<file path="src/verilog/cids_pkg.sv">
// Shared constants and types for the instruction decode block
package cids_pkg;

    // Instruction word layout: opcode byte, operand byte, extension word
    localparam int OPC_LSB       = 0;
    localparam int OPC_MSB       = 7;
    localparam int KIND_LSB      = 3;
    localparam int KIND_MSB      = 7;
    localparam int VAR1_BIT      = 2;
    localparam int VAR0_BIT      = 1;
    localparam int LONG_BIT      = 0;
    localparam int REG_A_LSB     = 12;
    localparam int REG_A_MSB     = 15;
    localparam int REG_B_LSB     = 8;
    localparam int REG_B_MSB     = 11;
    localparam int PFX_CNT_LSB   = 8;
    localparam int PFX_CNT_MSB   = 9;
    localparam int EXT_LSB       = 16;
    localparam int EXT_MSB       = 31;
    localparam int KIND_COUNT    = 32;

    // Encoded lengths allowed per kind: bit 0 = 2 bytes, bit 1 = 4 bytes
    localparam logic [1:0] LEN_NONE = 2'h0;
    localparam logic [1:0] LEN_2    = 2'h1;
    localparam logic [1:0] LEN_4    = 2'h2;
    localparam logic [1:0] LEN_24   = 2'h3;

    localparam logic [1:0] STEP_ONE = 2'h1;
    localparam logic [1:0] STEP_TWO = 2'h2;

    localparam logic [1:0] MAC_ARITH = 2'h0;
    localparam logic [1:0] MAC_LOAD  = 2'h1;
    localparam logic [1:0] MAC_STORE = 2'h2;

    localparam logic [2:0] PFX_CNT_ONE = 3'h1;

    typedef enum logic [4:0] {
        KIND_ADD_WORD        = 5'h00,
        KIND_ADD_BYTE        = 5'h01,
        KIND_MULTIPLY        = 5'h02,
        KIND_DIVIDE          = 5'h03,
        KIND_COMPLEMENT_WORD = 5'h04,
        KIND_COMPLEMENT_BYTE = 5'h05,
        KIND_BIT_MOVE        = 5'h06,
        KIND_BIT_COMPARE     = 5'h07,
        KIND_FIELD_MODIFY    = 5'h08,
        KIND_COMPARE_STEP    = 5'h09,
        KIND_NORMALIZE       = 5'h0A,
        KIND_ARITH_SHIFT     = 5'h0B,
        KIND_BYTE_WIDEN      = 5'h0C,
        KIND_JUMP_BIT        = 5'h0D,
        KIND_PUSH_CALL       = 5'h0E,
        KIND_CONTEXT_SWITCH  = 5'h0F,
        KIND_TRAP            = 5'h10,
        KIND_NEAR_RETURN     = 5'h11,
        KIND_LEGACY_PWRDOWN  = 5'h12,
        KIND_PREFIX          = 5'h13,
        KIND_MAC             = 5'h14
    } cids_kind_t;

    // Opcode map: allowed lengths indexed by kind code
    localparam logic [1:0] LEN_ALLOW [KIND_COUNT] = '{
        LEN_24, LEN_24, LEN_2,  LEN_2,  LEN_2,  LEN_2,  LEN_4,  LEN_4,
        LEN_4,  LEN_24, LEN_2,  LEN_2,  LEN_24, LEN_4,  LEN_4,  LEN_4,
        LEN_2,  LEN_2,  LEN_4,  LEN_24, LEN_4,  LEN_NONE, LEN_NONE, LEN_NONE,
        LEN_NONE, LEN_NONE, LEN_NONE, LEN_NONE, LEN_NONE, LEN_NONE, LEN_NONE, LEN_NONE
    };

    typedef enum logic [1:0] {
        PS_IDLE   = 2'b01,
        PS_ACTIVE = 2'b10
    } cids_pfx_t;

endpackage
</file>
<file path="src/verilog/cids_decoder.sv">
// Instruction decoder: classifies fetched words and registers execution intent
// What this block does
// - Add/subtract word or byte, carry, 2/4 bytes
// - Register multiply, signed or unsigned, 2 bytes
// - Short divide of low register, 2 bytes
// - Long divide of full pair, 2 bytes
// - Complement or negate register, word/byte, 2 bytes
// - Bit move, optional inversion, 4 bytes
// - Bit compare sets flags only, 4 bytes
// - Masked high/low byte field modify, 4 bytes
// - Compare then step register by 1/2
// - Normalisation count into register, 2 bytes
// - Sign-filling right shift, 2 bytes
// - Byte to word, sign/zero extension, 2/4
// - Bit test jumps with optional bit modify
// - Push register then absolute call, 4 bytes
// - Push register then load it, 4 bytes
// - Trap by immediate number, 2 bytes
// - Near return, optional register pop, 2 bytes
// - Legacy power-down decodes as 4-byte no-op
// - Page/segment prefixes start sequences, 2/4 bytes
// - Coprocessor operations all decode as 4 bytes
module cids_decoder
    import cids_pkg::*;
(
    // Clock and reset
    input  wire logic        ref_clk,
    input  wire logic        rst_n,
    // From fetch
    input  wire logic        fetch_valid,
    input  wire logic [31:0] fetch_word,
    // Decode result
    output logic             dec_valid_ff,
    output cids_kind_t       dec_kind_ff,
    output logic             dec_len4_ff,
    output logic             dec_illegal_ff,
    output logic [3:0]       dec_reg_a_ff,
    output logic [3:0]       dec_reg_b_ff,
    output logic [15:0]      dec_ext_ff,
    // Arithmetic intent
    output logic             dec_byte_ff,
    output logic             dec_sub_ff,
    output logic             dec_carry_ff,
    output logic             dec_unsigned_ff,
    output logic             dec_div_wide_ff,
    output logic             dec_negate_ff,
    // Bit and shift intent
    output logic             dec_bit_invert_ff,
    output logic             dec_flags_only_ff,
    output logic             dec_field_high_ff,
    output logic             dec_sign_fill_ff,
    output logic             dec_zero_ext_ff,
    // Compare-and-step intent
    output logic             dec_step_inc_ff,
    output logic [1:0]       dec_step_amt_ff,
    // Flow intent
    output logic             dec_jump_on_set_ff,
    output logic             dec_bit_modify_ff,
    output logic             dec_push_first_ff,
    output logic             dec_pop_reg_ff,
    output logic             dec_nop_ff,
    output logic [1:0]       dec_mac_op_ff,
    // Prefix sequence state
    output logic             dec_in_prefix_ff,
    output logic             pfx_segment_ff,
    output logic             pfx_regext_ff
);

    // Map lookup
    cids_kind_t in_kind;
    logic       in_len4;
    logic       in_legal;

    cids_opmap u_opmap (
        .opcode (fetch_word[OPC_MSB:OPC_LSB]),
        .kind   (in_kind),
        .len4   (in_len4),
        .legal  (in_legal)
    );

    wire        var0 = fetch_word[VAR0_BIT];
    wire        var1 = fetch_word[VAR1_BIT];
    wire        take = fetch_valid && in_legal;

    wire        is_add   = take && (in_kind == KIND_ADD_WORD || in_kind == KIND_ADD_BYTE);
    wire        is_mult  = take && in_kind == KIND_MULTIPLY;
    wire        is_div   = take && in_kind == KIND_DIVIDE;
    wire        is_compl = take && (in_kind == KIND_COMPLEMENT_WORD ||
                                    in_kind == KIND_COMPLEMENT_BYTE);
    wire        is_bmove = take && in_kind == KIND_BIT_MOVE;
    wire        is_bcmp  = take && in_kind == KIND_BIT_COMPARE;
    wire        is_field = take && in_kind == KIND_FIELD_MODIFY;
    wire        is_step  = take && in_kind == KIND_COMPARE_STEP;
    wire        is_shift = take && in_kind == KIND_ARITH_SHIFT;
    wire        is_widen = take && in_kind == KIND_BYTE_WIDEN;
    wire        is_jbit  = take && in_kind == KIND_JUMP_BIT;
    wire        is_push_and_call_op = take && in_kind == KIND_PUSH_CALL;
    wire        is_cswch = take && in_kind == KIND_CONTEXT_SWITCH;
    wire        is_ret   = take && in_kind == KIND_NEAR_RETURN;
    wire        is_pwrd  = take && in_kind == KIND_LEGACY_PWRDOWN;
    wire        is_pfx   = take && in_kind == KIND_PREFIX;
    wire        is_mac   = take && in_kind == KIND_MAC;

    // Intent flags; an illegal opcode leaves every flag low
    wire        nxt_byte      = (is_add && in_kind == KIND_ADD_BYTE) ||
                                (is_compl && in_kind == KIND_COMPLEMENT_BYTE) ||
                                is_widen;
    wire        nxt_sub       = is_add && var0;
    wire        nxt_carry     = is_add && var1;
    wire        nxt_unsigned  = (is_mult || is_div) && var0;
    // Long form divides the 32-bit pair, short form only the low half
    wire        nxt_div_wide  = is_div && var1;
    wire        nxt_negate    = is_compl && var0;
    wire        nxt_invert    = is_bmove && var0;
    wire        nxt_flags     = is_bcmp;
    wire        nxt_fld_high  = is_field && var0;
    wire        nxt_sign_fill = is_shift;
    wire        nxt_zero_ext  = is_widen && var0;
    wire        nxt_step_inc  = is_step && var0;
    wire [1:0]  nxt_step_amt  = !is_step ? 2'h0 : (var1 ? STEP_TWO : STEP_ONE);
    wire        nxt_jump_set  = is_jbit && !var0;
    wire        nxt_bit_mod   = is_jbit && var1;
    wire        nxt_push      = is_push_and_call_op || is_cswch;
    wire        nxt_pop       = is_ret && var0;
    // Power-down is kept in the map so fetch advances 4 bytes, but does nothing
    wire        nxt_nop       = is_pwrd;
    wire [1:0]  nxt_mac_op    = is_mac ? {var1, var0} : MAC_ARITH;

    // Prefix sequence tracking
    cids_pfx_t  pfx_state_ff;
    cids_pfx_t  nxt_pfx_state;
    logic [2:0] pfx_left_ff;
    logic [2:0] nxt_pfx_left;
    logic       nxt_pfx_seg;
    logic       nxt_pfx_reg;

    wire        pfx_consume = take && !is_pfx && pfx_state_ff == PS_ACTIVE;
    wire [2:0]  pfx_load    = 3'(fetch_word[PFX_CNT_MSB:PFX_CNT_LSB]) + PFX_CNT_ONE;

    always_comb begin
        nxt_pfx_state = pfx_state_ff;
        nxt_pfx_left  = pfx_left_ff;
        nxt_pfx_seg   = pfx_segment_ff;
        nxt_pfx_reg   = pfx_regext_ff;
        case (pfx_state_ff)
            PS_IDLE: begin
                if (is_pfx) begin
                    nxt_pfx_state = PS_ACTIVE;
                    nxt_pfx_left  = pfx_load;
                    nxt_pfx_seg   = var0;
                    nxt_pfx_reg   = var1;
                end
            end
            PS_ACTIVE: begin
                // A new prefix restarts the sequence rather than nesting
                if (is_pfx) begin
                    nxt_pfx_left = pfx_load;
                    nxt_pfx_seg  = var0;
                    nxt_pfx_reg  = var1;
                end else if (pfx_consume) begin
                    nxt_pfx_left = pfx_left_ff - PFX_CNT_ONE;
                    if (pfx_left_ff == PFX_CNT_ONE) begin
                        nxt_pfx_state = PS_IDLE;
                        nxt_pfx_seg   = 1'b0;
                        nxt_pfx_reg   = 1'b0;
                    end
                end
            end
            default: begin
                nxt_pfx_state = PS_IDLE;
                nxt_pfx_left  = 3'h0;
                nxt_pfx_seg   = 1'b0;
                nxt_pfx_reg   = 1'b0;
            end
        endcase
    end

    always_ff @(posedge ref_clk) begin
        if (!rst_n) begin
            pfx_state_ff   <= PS_IDLE;
            pfx_left_ff    <= 3'h0;
            pfx_segment_ff <= 1'b0;
            pfx_regext_ff  <= 1'b0;
        end else begin
            pfx_state_ff   <= nxt_pfx_state;
            pfx_left_ff    <= nxt_pfx_left;
            pfx_segment_ff <= nxt_pfx_seg;
            pfx_regext_ff  <= nxt_pfx_reg;
        end
    end

    // Classification and operand capture
    always_ff @(posedge ref_clk) begin
        if (!rst_n) begin
            dec_valid_ff     <= 1'b0;
            dec_kind_ff      <= KIND_ADD_WORD;
            dec_len4_ff      <= 1'b0;
            dec_illegal_ff   <= 1'b0;
            dec_reg_a_ff     <= 4'h0;
            dec_reg_b_ff     <= 4'h0;
            dec_ext_ff       <= 16'h0000;
            dec_in_prefix_ff <= 1'b0;
        end else begin
            dec_valid_ff     <= fetch_valid;
            dec_kind_ff      <= in_kind;
            dec_len4_ff      <= in_len4;
            dec_illegal_ff   <= fetch_valid && !in_legal;
            dec_reg_a_ff     <= fetch_word[REG_A_MSB:REG_A_LSB];
            dec_reg_b_ff     <= fetch_word[REG_B_MSB:REG_B_LSB];
            dec_ext_ff       <= fetch_word[EXT_MSB:EXT_LSB];
            dec_in_prefix_ff <= pfx_consume;
        end
    end

    // Intent flags; the trap number and the normalise target ride in the operand fields
    always_ff @(posedge ref_clk) begin
        if (!rst_n) begin
            dec_byte_ff        <= 1'b0;
            dec_sub_ff         <= 1'b0;
            dec_carry_ff       <= 1'b0;
            dec_unsigned_ff    <= 1'b0;
            dec_div_wide_ff    <= 1'b0;
            dec_negate_ff      <= 1'b0;
            dec_bit_invert_ff  <= 1'b0;
            dec_flags_only_ff  <= 1'b0;
            dec_field_high_ff  <= 1'b0;
            dec_sign_fill_ff   <= 1'b0;
            dec_zero_ext_ff    <= 1'b0;
            dec_step_inc_ff    <= 1'b0;
            dec_step_amt_ff    <= 2'h0;
            dec_jump_on_set_ff <= 1'b0;
            dec_bit_modify_ff  <= 1'b0;
            dec_push_first_ff  <= 1'b0;
            dec_pop_reg_ff     <= 1'b0;
            dec_nop_ff         <= 1'b0;
            dec_mac_op_ff      <= MAC_ARITH;
        end else begin
            dec_byte_ff        <= nxt_byte;
            dec_sub_ff         <= nxt_sub;
            dec_carry_ff       <= nxt_carry;
            dec_unsigned_ff    <= nxt_unsigned;
            dec_div_wide_ff    <= nxt_div_wide;
            dec_negate_ff      <= nxt_negate;
            dec_bit_invert_ff  <= nxt_invert;
            dec_flags_only_ff  <= nxt_flags;
            dec_field_high_ff  <= nxt_fld_high;
            dec_sign_fill_ff   <= nxt_sign_fill;
            dec_zero_ext_ff    <= nxt_zero_ext;
            dec_step_inc_ff    <= nxt_step_inc;
            dec_step_amt_ff    <= nxt_step_amt;
            dec_jump_on_set_ff <= nxt_jump_set;
            dec_bit_modify_ff  <= nxt_bit_mod;
            dec_push_first_ff  <= nxt_push;
            dec_pop_reg_ff     <= nxt_pop;
            dec_nop_ff         <= nxt_nop;
            dec_mac_op_ff      <= nxt_mac_op;
        end
    end

    wire [4:0] raw_kind = fetch_word[KIND_MSB:KIND_LSB];
endmodule

</file>
<file path="src/verilog/cids_opmap.sv">
// Opcode map lookup: kind, length and legality of one opcode byte
module cids_opmap
    import cids_pkg::*;
(
    // Opcode in
    input  wire logic [7:0] opcode,
    // Decoded map entry
    output cids_kind_t      kind,
    output logic            len4,
    output logic            legal
);

    wire [KIND_COUNT-1:0] hit;

    // One comparator per map entry; length bit must match an allowed form
    genvar k;
    generate
        for (k = 0; k < KIND_COUNT; k++) begin : g_entry
            assign hit[k] = (opcode[KIND_MSB:KIND_LSB] == 5'(k)) &&
                            (opcode[LONG_BIT] ? LEN_ALLOW[k][1] : LEN_ALLOW[k][0]);
        end
    endgenerate

    assign kind  = cids_kind_t'(opcode[KIND_MSB:KIND_LSB]);
    assign len4  = opcode[LONG_BIT];
    assign legal = |hit;

endmodule

</file>
<file path="config.mk">
export PLATFORM = sky130hd
export DESIGN_NAME = cids_decoder
export DESIGN_NICKNAME = d
export VERILOG_FILES = /design/src/verilog/cids_pkg.sv /design/src/verilog/cids_decoder.sv /design/src/verilog/cids_opmap.sv
export SDC_FILE = /design/constraint.sdc
export NUM_CORES = 1
export LEC_CHECK = 0
export ABC_AREA = 1
export BUFFER_PORTS_ARGS = -buffer_cell sky130_fd_sc_hd__buf_2
export CAP_MARGIN = 0
export CELL_PAD_IN_SITES_DETAIL_PLACEMENT = 2
export CELL_PAD_IN_SITES_GLOBAL_PLACEMENT = 2
export CORE_AREA = 4 4 109 85
export DETAILED_ROUTE_END_ITERATION = 8
export DIE_AREA = 0 0 113 89
export HOLD_SLACK_MARGIN = 0.02
export PLACE_DENSITY = 0.87
export RECOVER_POWER = 50
export SLEW_MARGIN = 10
export SYNTH_ARGS = -nofsm -noshare
export SYNTH_HDL_FRONTEND = slang
export SYNTH_SLANG_ARGS = --single-unit
</file>
<file path="constraint.sdc">
create_clock -name ref_clk -period 4.9 [get_ports ref_clk]
set_clock_uncertainty 0.1 [all_clocks]
set_input_delay 1.225 -clock ref_clk [delete_from_list [all_inputs] [get_ports ref_clk]]
set_output_delay 1.225 -clock ref_clk [all_outputs]
set_load 0.05 [all_outputs]
</file>
# Yosys cells after proc, flatten, opt, wreduce, memory -nomap -nowiden
# Index checks and enable logic that the tools add are counted.
# totals
reg_bits	61
latchBits	0
ramBits	0
mem_bits_ro	0
input_bits	35
wordCells	149
memories	0
# classes
addsub	2
mul	0
div	0
order_cmp	0
eq_ne	29
shift	0
mux	20
bitwise_logic	0
n_reduce_logical	67
# ops
cell	n
1-bit logical AND	51
5-bit by 4-bit equality test with 1-bit output, second input constant	8
5-bit equality test, second input constant	5
21-bit OR reduction	1
5-bit by 3-bit equality test with 1-bit output, second input constant	4
5-bit by 2-bit equality test with 1-bit output, second input constant	2
2-bit two-way mux	5
3-bit two-way mux	3
1-bit two-way mux	8
1-bit logical OR	6
2-bit != test, second input constant	3
3-bit case mux with 2 select lines	1
2-bit AND reduction	3
5-bit by 1-bit equality test with 1-bit output, second input constant	1
5-bit zero test	1
1-bit case mux with 2 select lines	2
2-bit case mux with 2 select lines	1
4-bit AND reduction	1
2-bit by 1-bit adder with 3-bit output, second input constant	1
3-bit by 1-bit equality test with 1-bit output, second input constant	1
1-bit zero test	3
3-bit by 2-bit != test with 1-bit output, second input constant	1
3-bit != test, second input constant	1
3-bit AND reduction	1
4 further kinds	4

# Longest topological paths before layout
# logic_depth
word_depth	11
depth_mapped	17
mapped_depth_nobuf	17

# Cells and area by module
# A second synthesis with hierarchy kept.
# hier_totals
hier_cells	284
area_unflattened_um2	2254.7
# modules_own_cells
module	n_inst	cells_per_inst	area_per_inst_um2	seq_area_each_um2
cids_decoder	1	256	2114.5	1221.2
cids_opmap	1	28	140.1	0.0

# Worst setup path before layout
# No wires, ideal clock.
# synth_timing
kind	input port to flip-flop
startpoint	in fetch_word[7]
endpoint	reg pfx_state_ff[0]
setup_ns	0.125
arrival_time_ns	2.379
required_ns	4.675
path_slack_ns	2.296
cell_stages	13
n_path_buf	1
cell_sequence	buf_4 -> inv_1 -> nand4_1 -> nand3_1 -> o21bai_2 -> nand2_4 -> nand2_4 -> nor2_2 -> nand2_1 -> nand2_1 -> nand3_2 -> nand2_1 -> nand2_1
# synth_via
elab_chain_len	10
# synth_rtl
element	line_no	source
from (decl)	cids_decoder.sv:31	input wire logic [31:0] fetch_word,
5-bit by 2-bit equality test with 1-bit output, or another cell as far along	cids_opmap.sv:19	assign hit[k] = (opcode[KIND_MSB:KIND_LSB] == 5'(k)) &&
1-bit logical AND	cids_opmap.sv:19	
21-bit OR reduction	cids_opmap.sv:26	assign legal = |hit;
1-bit logical AND	cids_decoder.sv:83	wire take = fetch_valid && in_legal;
1-bit logical AND	cids_decoder.sv:101	wire is_pfx = take && in_kind == KIND_PREFIX;
1-bit zero test	cids_decoder.sv:137	wire pfx_consume = take && !is_pfx && pfx_state_ff == PS_ACTIVE;
1-bit logical AND (2 in series)	cids_decoder.sv:137	
2-bit != test (no source line)	n/a	
4-bit AND reduction (no source line) (*)	n/a	
to (signal assigned)	cids_decoder.sv:185	pfx_state_ff <= nxt_pfx_state;
to (decl)	cids_decoder.sv:130	cids_pfx_t pfx_state_ff;
# Mark *: on every way between the ends. The rest lies on a longest branch, timed or not.
# A chain may end at the register's enable or synchronous reset.

# Final worst setup path
# layout_timing
startpoint	in rst_n
endpoint	reg dec_mac_op_ff[0]
# layout_via
elab_chain_len	1
# layout_rtl
element	line_no	source
from (decl)	cids_decoder.sv:28	input wire logic rst_n,
2-bit AND reduction (no source line)	n/a	
to (signal assigned)	cids_decoder.sv:256	dec_mac_op_ff <= nxt_mac_op;
to (decl)	cids_decoder.sv:62	output logic [1:0] dec_mac_op_ff,
# No other way between the ends.

==> impl_metrics.tcl <==
set metrics [dict create \
    outcome "complete, but fails checks" \
    violations "max-capacitance violations, max-slew violations" \
    firstDrtPassIters 4 \
    synth_edf_count 0 \
    finalMaxSlewViolations 37 \
    syn_avg_cell_area_um2 7.979 \
    cts-buffers-inserted 9 \
    fin_tns_setup_ns 0 \
    clock_latency_ns 0.34 \
    cts_hold_buf 0 \
    clockBufferDepth 2 \
    nFillCells 988 \
    antenna_found_initial 0 \
    synth_nets 321 \
    hp-start "pfx_state_ff[1]$_SDFFE_PN0P_" \
    setup_viol 0 \
    start_util 0.2722 \
    areaGrowthSynthToFinish_pct 31.86 \
    worst_ep_required_time_ns 5.04 \
    postRouteAntennaNets 0 \
    yosys_warnings 0 \
    internal_power_uw 853.3 \
    holdPathEnd "pfx_state_ff[1]$_SDFFE_PN0P_" \
    synthArstFlopShare 0 \
    synthTopCellsByArea "dfxtp_1, nand2_1, inv_1" \
    cts.sinks 61 \
    worst_slew_pin_slew_ns 1.635 \
    synth_ff_type "dfxtp_1" \
    grt_pass1_wl_um 11790 \
    critPathLaunch "rst_n" \
    switching_power_uw 420.9 \
    cpMostUsedCell "inv_1" \
    cts_setup_buffers 0 \
    synth_top_area_frac 0.5446 \
    r2r-end "pfx_left_ff[2]$_SDFFE_PN0P_" \
    diodes 0 \
    yosysSeqAreaShare 0.5446 \
    wirelength_um 7556 \
    io_buffers 90 \
    p_leak_nw 1.623 \
    dieArea_um2 10060 \
    core_um2 8237 \
    rsz0062_at_grt "false" \
    overflow 0 \
    num_io_pins 91 \
    track_usage 0.1531 \
    hpwl_um 5858 \
    worstSetupPathType "input port to flop" \
    die_w_um 113 \
    vias 2053 \
    final-hold-violation-count 0 \
    fin_crit_ns 3.319 \
    pwr-share-clk 0.345 \
    ys_top_cells_by_count "nand2_1, dfxtp_1, inv_1" \
    drtIter0Drc 61 \
    ys_ff_latch 61 \
    setup.worst_path.start_class "input port" \
    cts-root-buf "clkbuf_8" \
    rrSetupSlack_ns 3.46 \
    h-tree-depth 3 \
    vias_per_cell 4.190 \
    reg2regPathDepth 8 \
    slew_headroom -0.08983 \
    drc 0 \
    p_seq_frac 0.425 \
    end_kind "flop" \
    yosysTopAreaCell "dfxtp_1" \
    synthesis.area_um2 2242 \
    synthCells 281 \
    path_cells "clkbuf_1 -> inv_1 -> nor2_1 -> inv_1 -> nor3_1" \
    gp_congestion 0.9164 \
    grt_max_degree 37 \
    ir_drop_v 0.0001678 \
    crit_slowest_cell "clkbuf_1" \
    tritoncts "done" \
    grt_pass1_vias 2214 \
    cap_violations 1 \
    clk_pin_slew_ns 0.07 \
    wl_per_cell_um 15.42 \
    r2r_start "pfx_state_ff[0]$_SDFFE_PN1P_" \
    rows 29 \
    yosysMostFrequentCell "nand2_1" \
    critical_path.max_stage_delay_ns 1.16 \
    comb_power_share 0.230 \
    swShare 0.3303 \
    fin_nets 417 \
    cp.arrival_ns 3.46 \
    post-route-period-util 0.6774 \
    p_per_area_nw_per_um2 431.0 \
    drive_above_1_share 0.2696 \
    hold_depth 2 \
    die_h_um 89 \
    min_path_type "flop to flop" \
    path_max_fanout 36 \
    postCtsResizedCells 0 \
    max_freq_ghz 0.3013 \
    synth_cell_type_count 24 \
    fin_total_pwr_mw 1.274 \
]
==> power by group through the flow <==
stage,sequential (mW),combinational (mW),clock [mW]
after CTS,0.542,0.299,0.458
after detailed placement,0.553,0.292,0
final,0.542,0.293,0.440
after global routing,0.545,0.326,0.481
after global placement,0.550,0.281,0
after floorplan,0.617,0.146,0
==> per-layer routing <==
metal	vias to the layer above	wire, um	global-route usage
met5	-	0	0
met4	0	89	0.05568
met3	8	349	0.03924
met2	47	3808	0.2726
met1	985	3308	0.1807
li1	1013	-	-
==> worst max-delay path by stage <==
stage                                   end  slack (ns)
2_1_floorplan  pfx_state_ff[0]$_SDFFE_PN1P_        2.30
3_3_place_gp   pfx_state_ff[0]$_SDFFE_PN1P_        1.86
3_5_place_dp   pfx_state_ff[0]$_SDFFE_PN1P_        1.87
4_1_cts        pfx_state_ff[0]$_SDFFE_PN1P_        2.19
5_1_grt          dec_div_wide_ff$_SDFF_PN0_        1.29
6_report        dec_mac_op_ff[0]$_SDFF_PN0_        1.58
==> metrics by stage <==
stage	cells	worst slack [ns]	cell area, um^2	utilization	hold slack (ns)
3_5_place_dp	474	1.866	2798	0.3397	0.3718
6_report	490	1.581	2957	0.3590	0.4067
2_1_floorplan	281	2.296	2242	-	0.3437
3_3_place_gp	474	1.864	2798	0.3397	0.3549
4_1_cts	490	2.193	2989	0.3629	0.4109
5_1_grt	490	1.288	2957	0.3590	0.4336
==> final cells by class <==
class | instances | area, um^2 | share of cell area
tap | 108 | 135.1 | 0.04570
clock inverter | 5 | 50.05 | 0.01693
timing repair buffer | 90 | 417.9 | 0.1413
inverter | 59 | 221.5 | 0.07490
clock buffer | 11 | 141.4 | 0.04782
sequential | 61 | 1221 | 0.4130
multi-input combinational | 156 | 769.5 | 0.2603
==> worst max-delay path, delay by kind of cell <==
kind	cells	cell delay [ns]
buffers and inverters	3	1.75
AND/OR/NAND/NOR	2	0.48
==> placed cells by master (no fill, tap or decap), drive strengths merged <==
cell / netlist / layout
nor4: 1 / 1
xor2: 1 / 1
dfxtp: 61 / 61
ha: 5 / 5
inv: 59 / 59
clkinv: 0 / 4
buf: 3 / 64
nand3: 11 / 11
nand4: 3 / 3
nor3: 7 / 7
clkbuf: 2 / 37
nor2: 34 / 34
bufinv: 0 / 1
o21bai: 1 / 1
a21oi: 5 / 5
nand2: 88 / 88
==> cells by family (layout without fill, tap and decap cells) <==
kind of cell | Yosys count | after routing | synth area share
AOI/OAI and AO/OA | 6 | 6 | 0.01786
xor gates and xnor gates | 1 | 1 | 0.003907
adders and majority gates | 5 | 5 | 0.02790
buffers and inverters | 64 | 165 | 0.1122
DFF | 61 | 61 | 0.5446
and+or+nand+nor | 144 | 144 | 0.2935
==> flip-flops by register name (all words and copies together), names as in the netlist, 2 cells and up <==
| register | flops |
|---|---|
| dec_kind_ff | 5 |
| dec_step_amt_ff | 2 |
| dec_mac_op_ff | 2 |
| pfx_left_ff | 3 |
| dec_reg_b_ff | 4 |
| pfx_state_ff | 2 |
| dec_ext_ff | 16 |
| dec_reg_a_ff | 4 |
(Power assumes the default switching activity.)
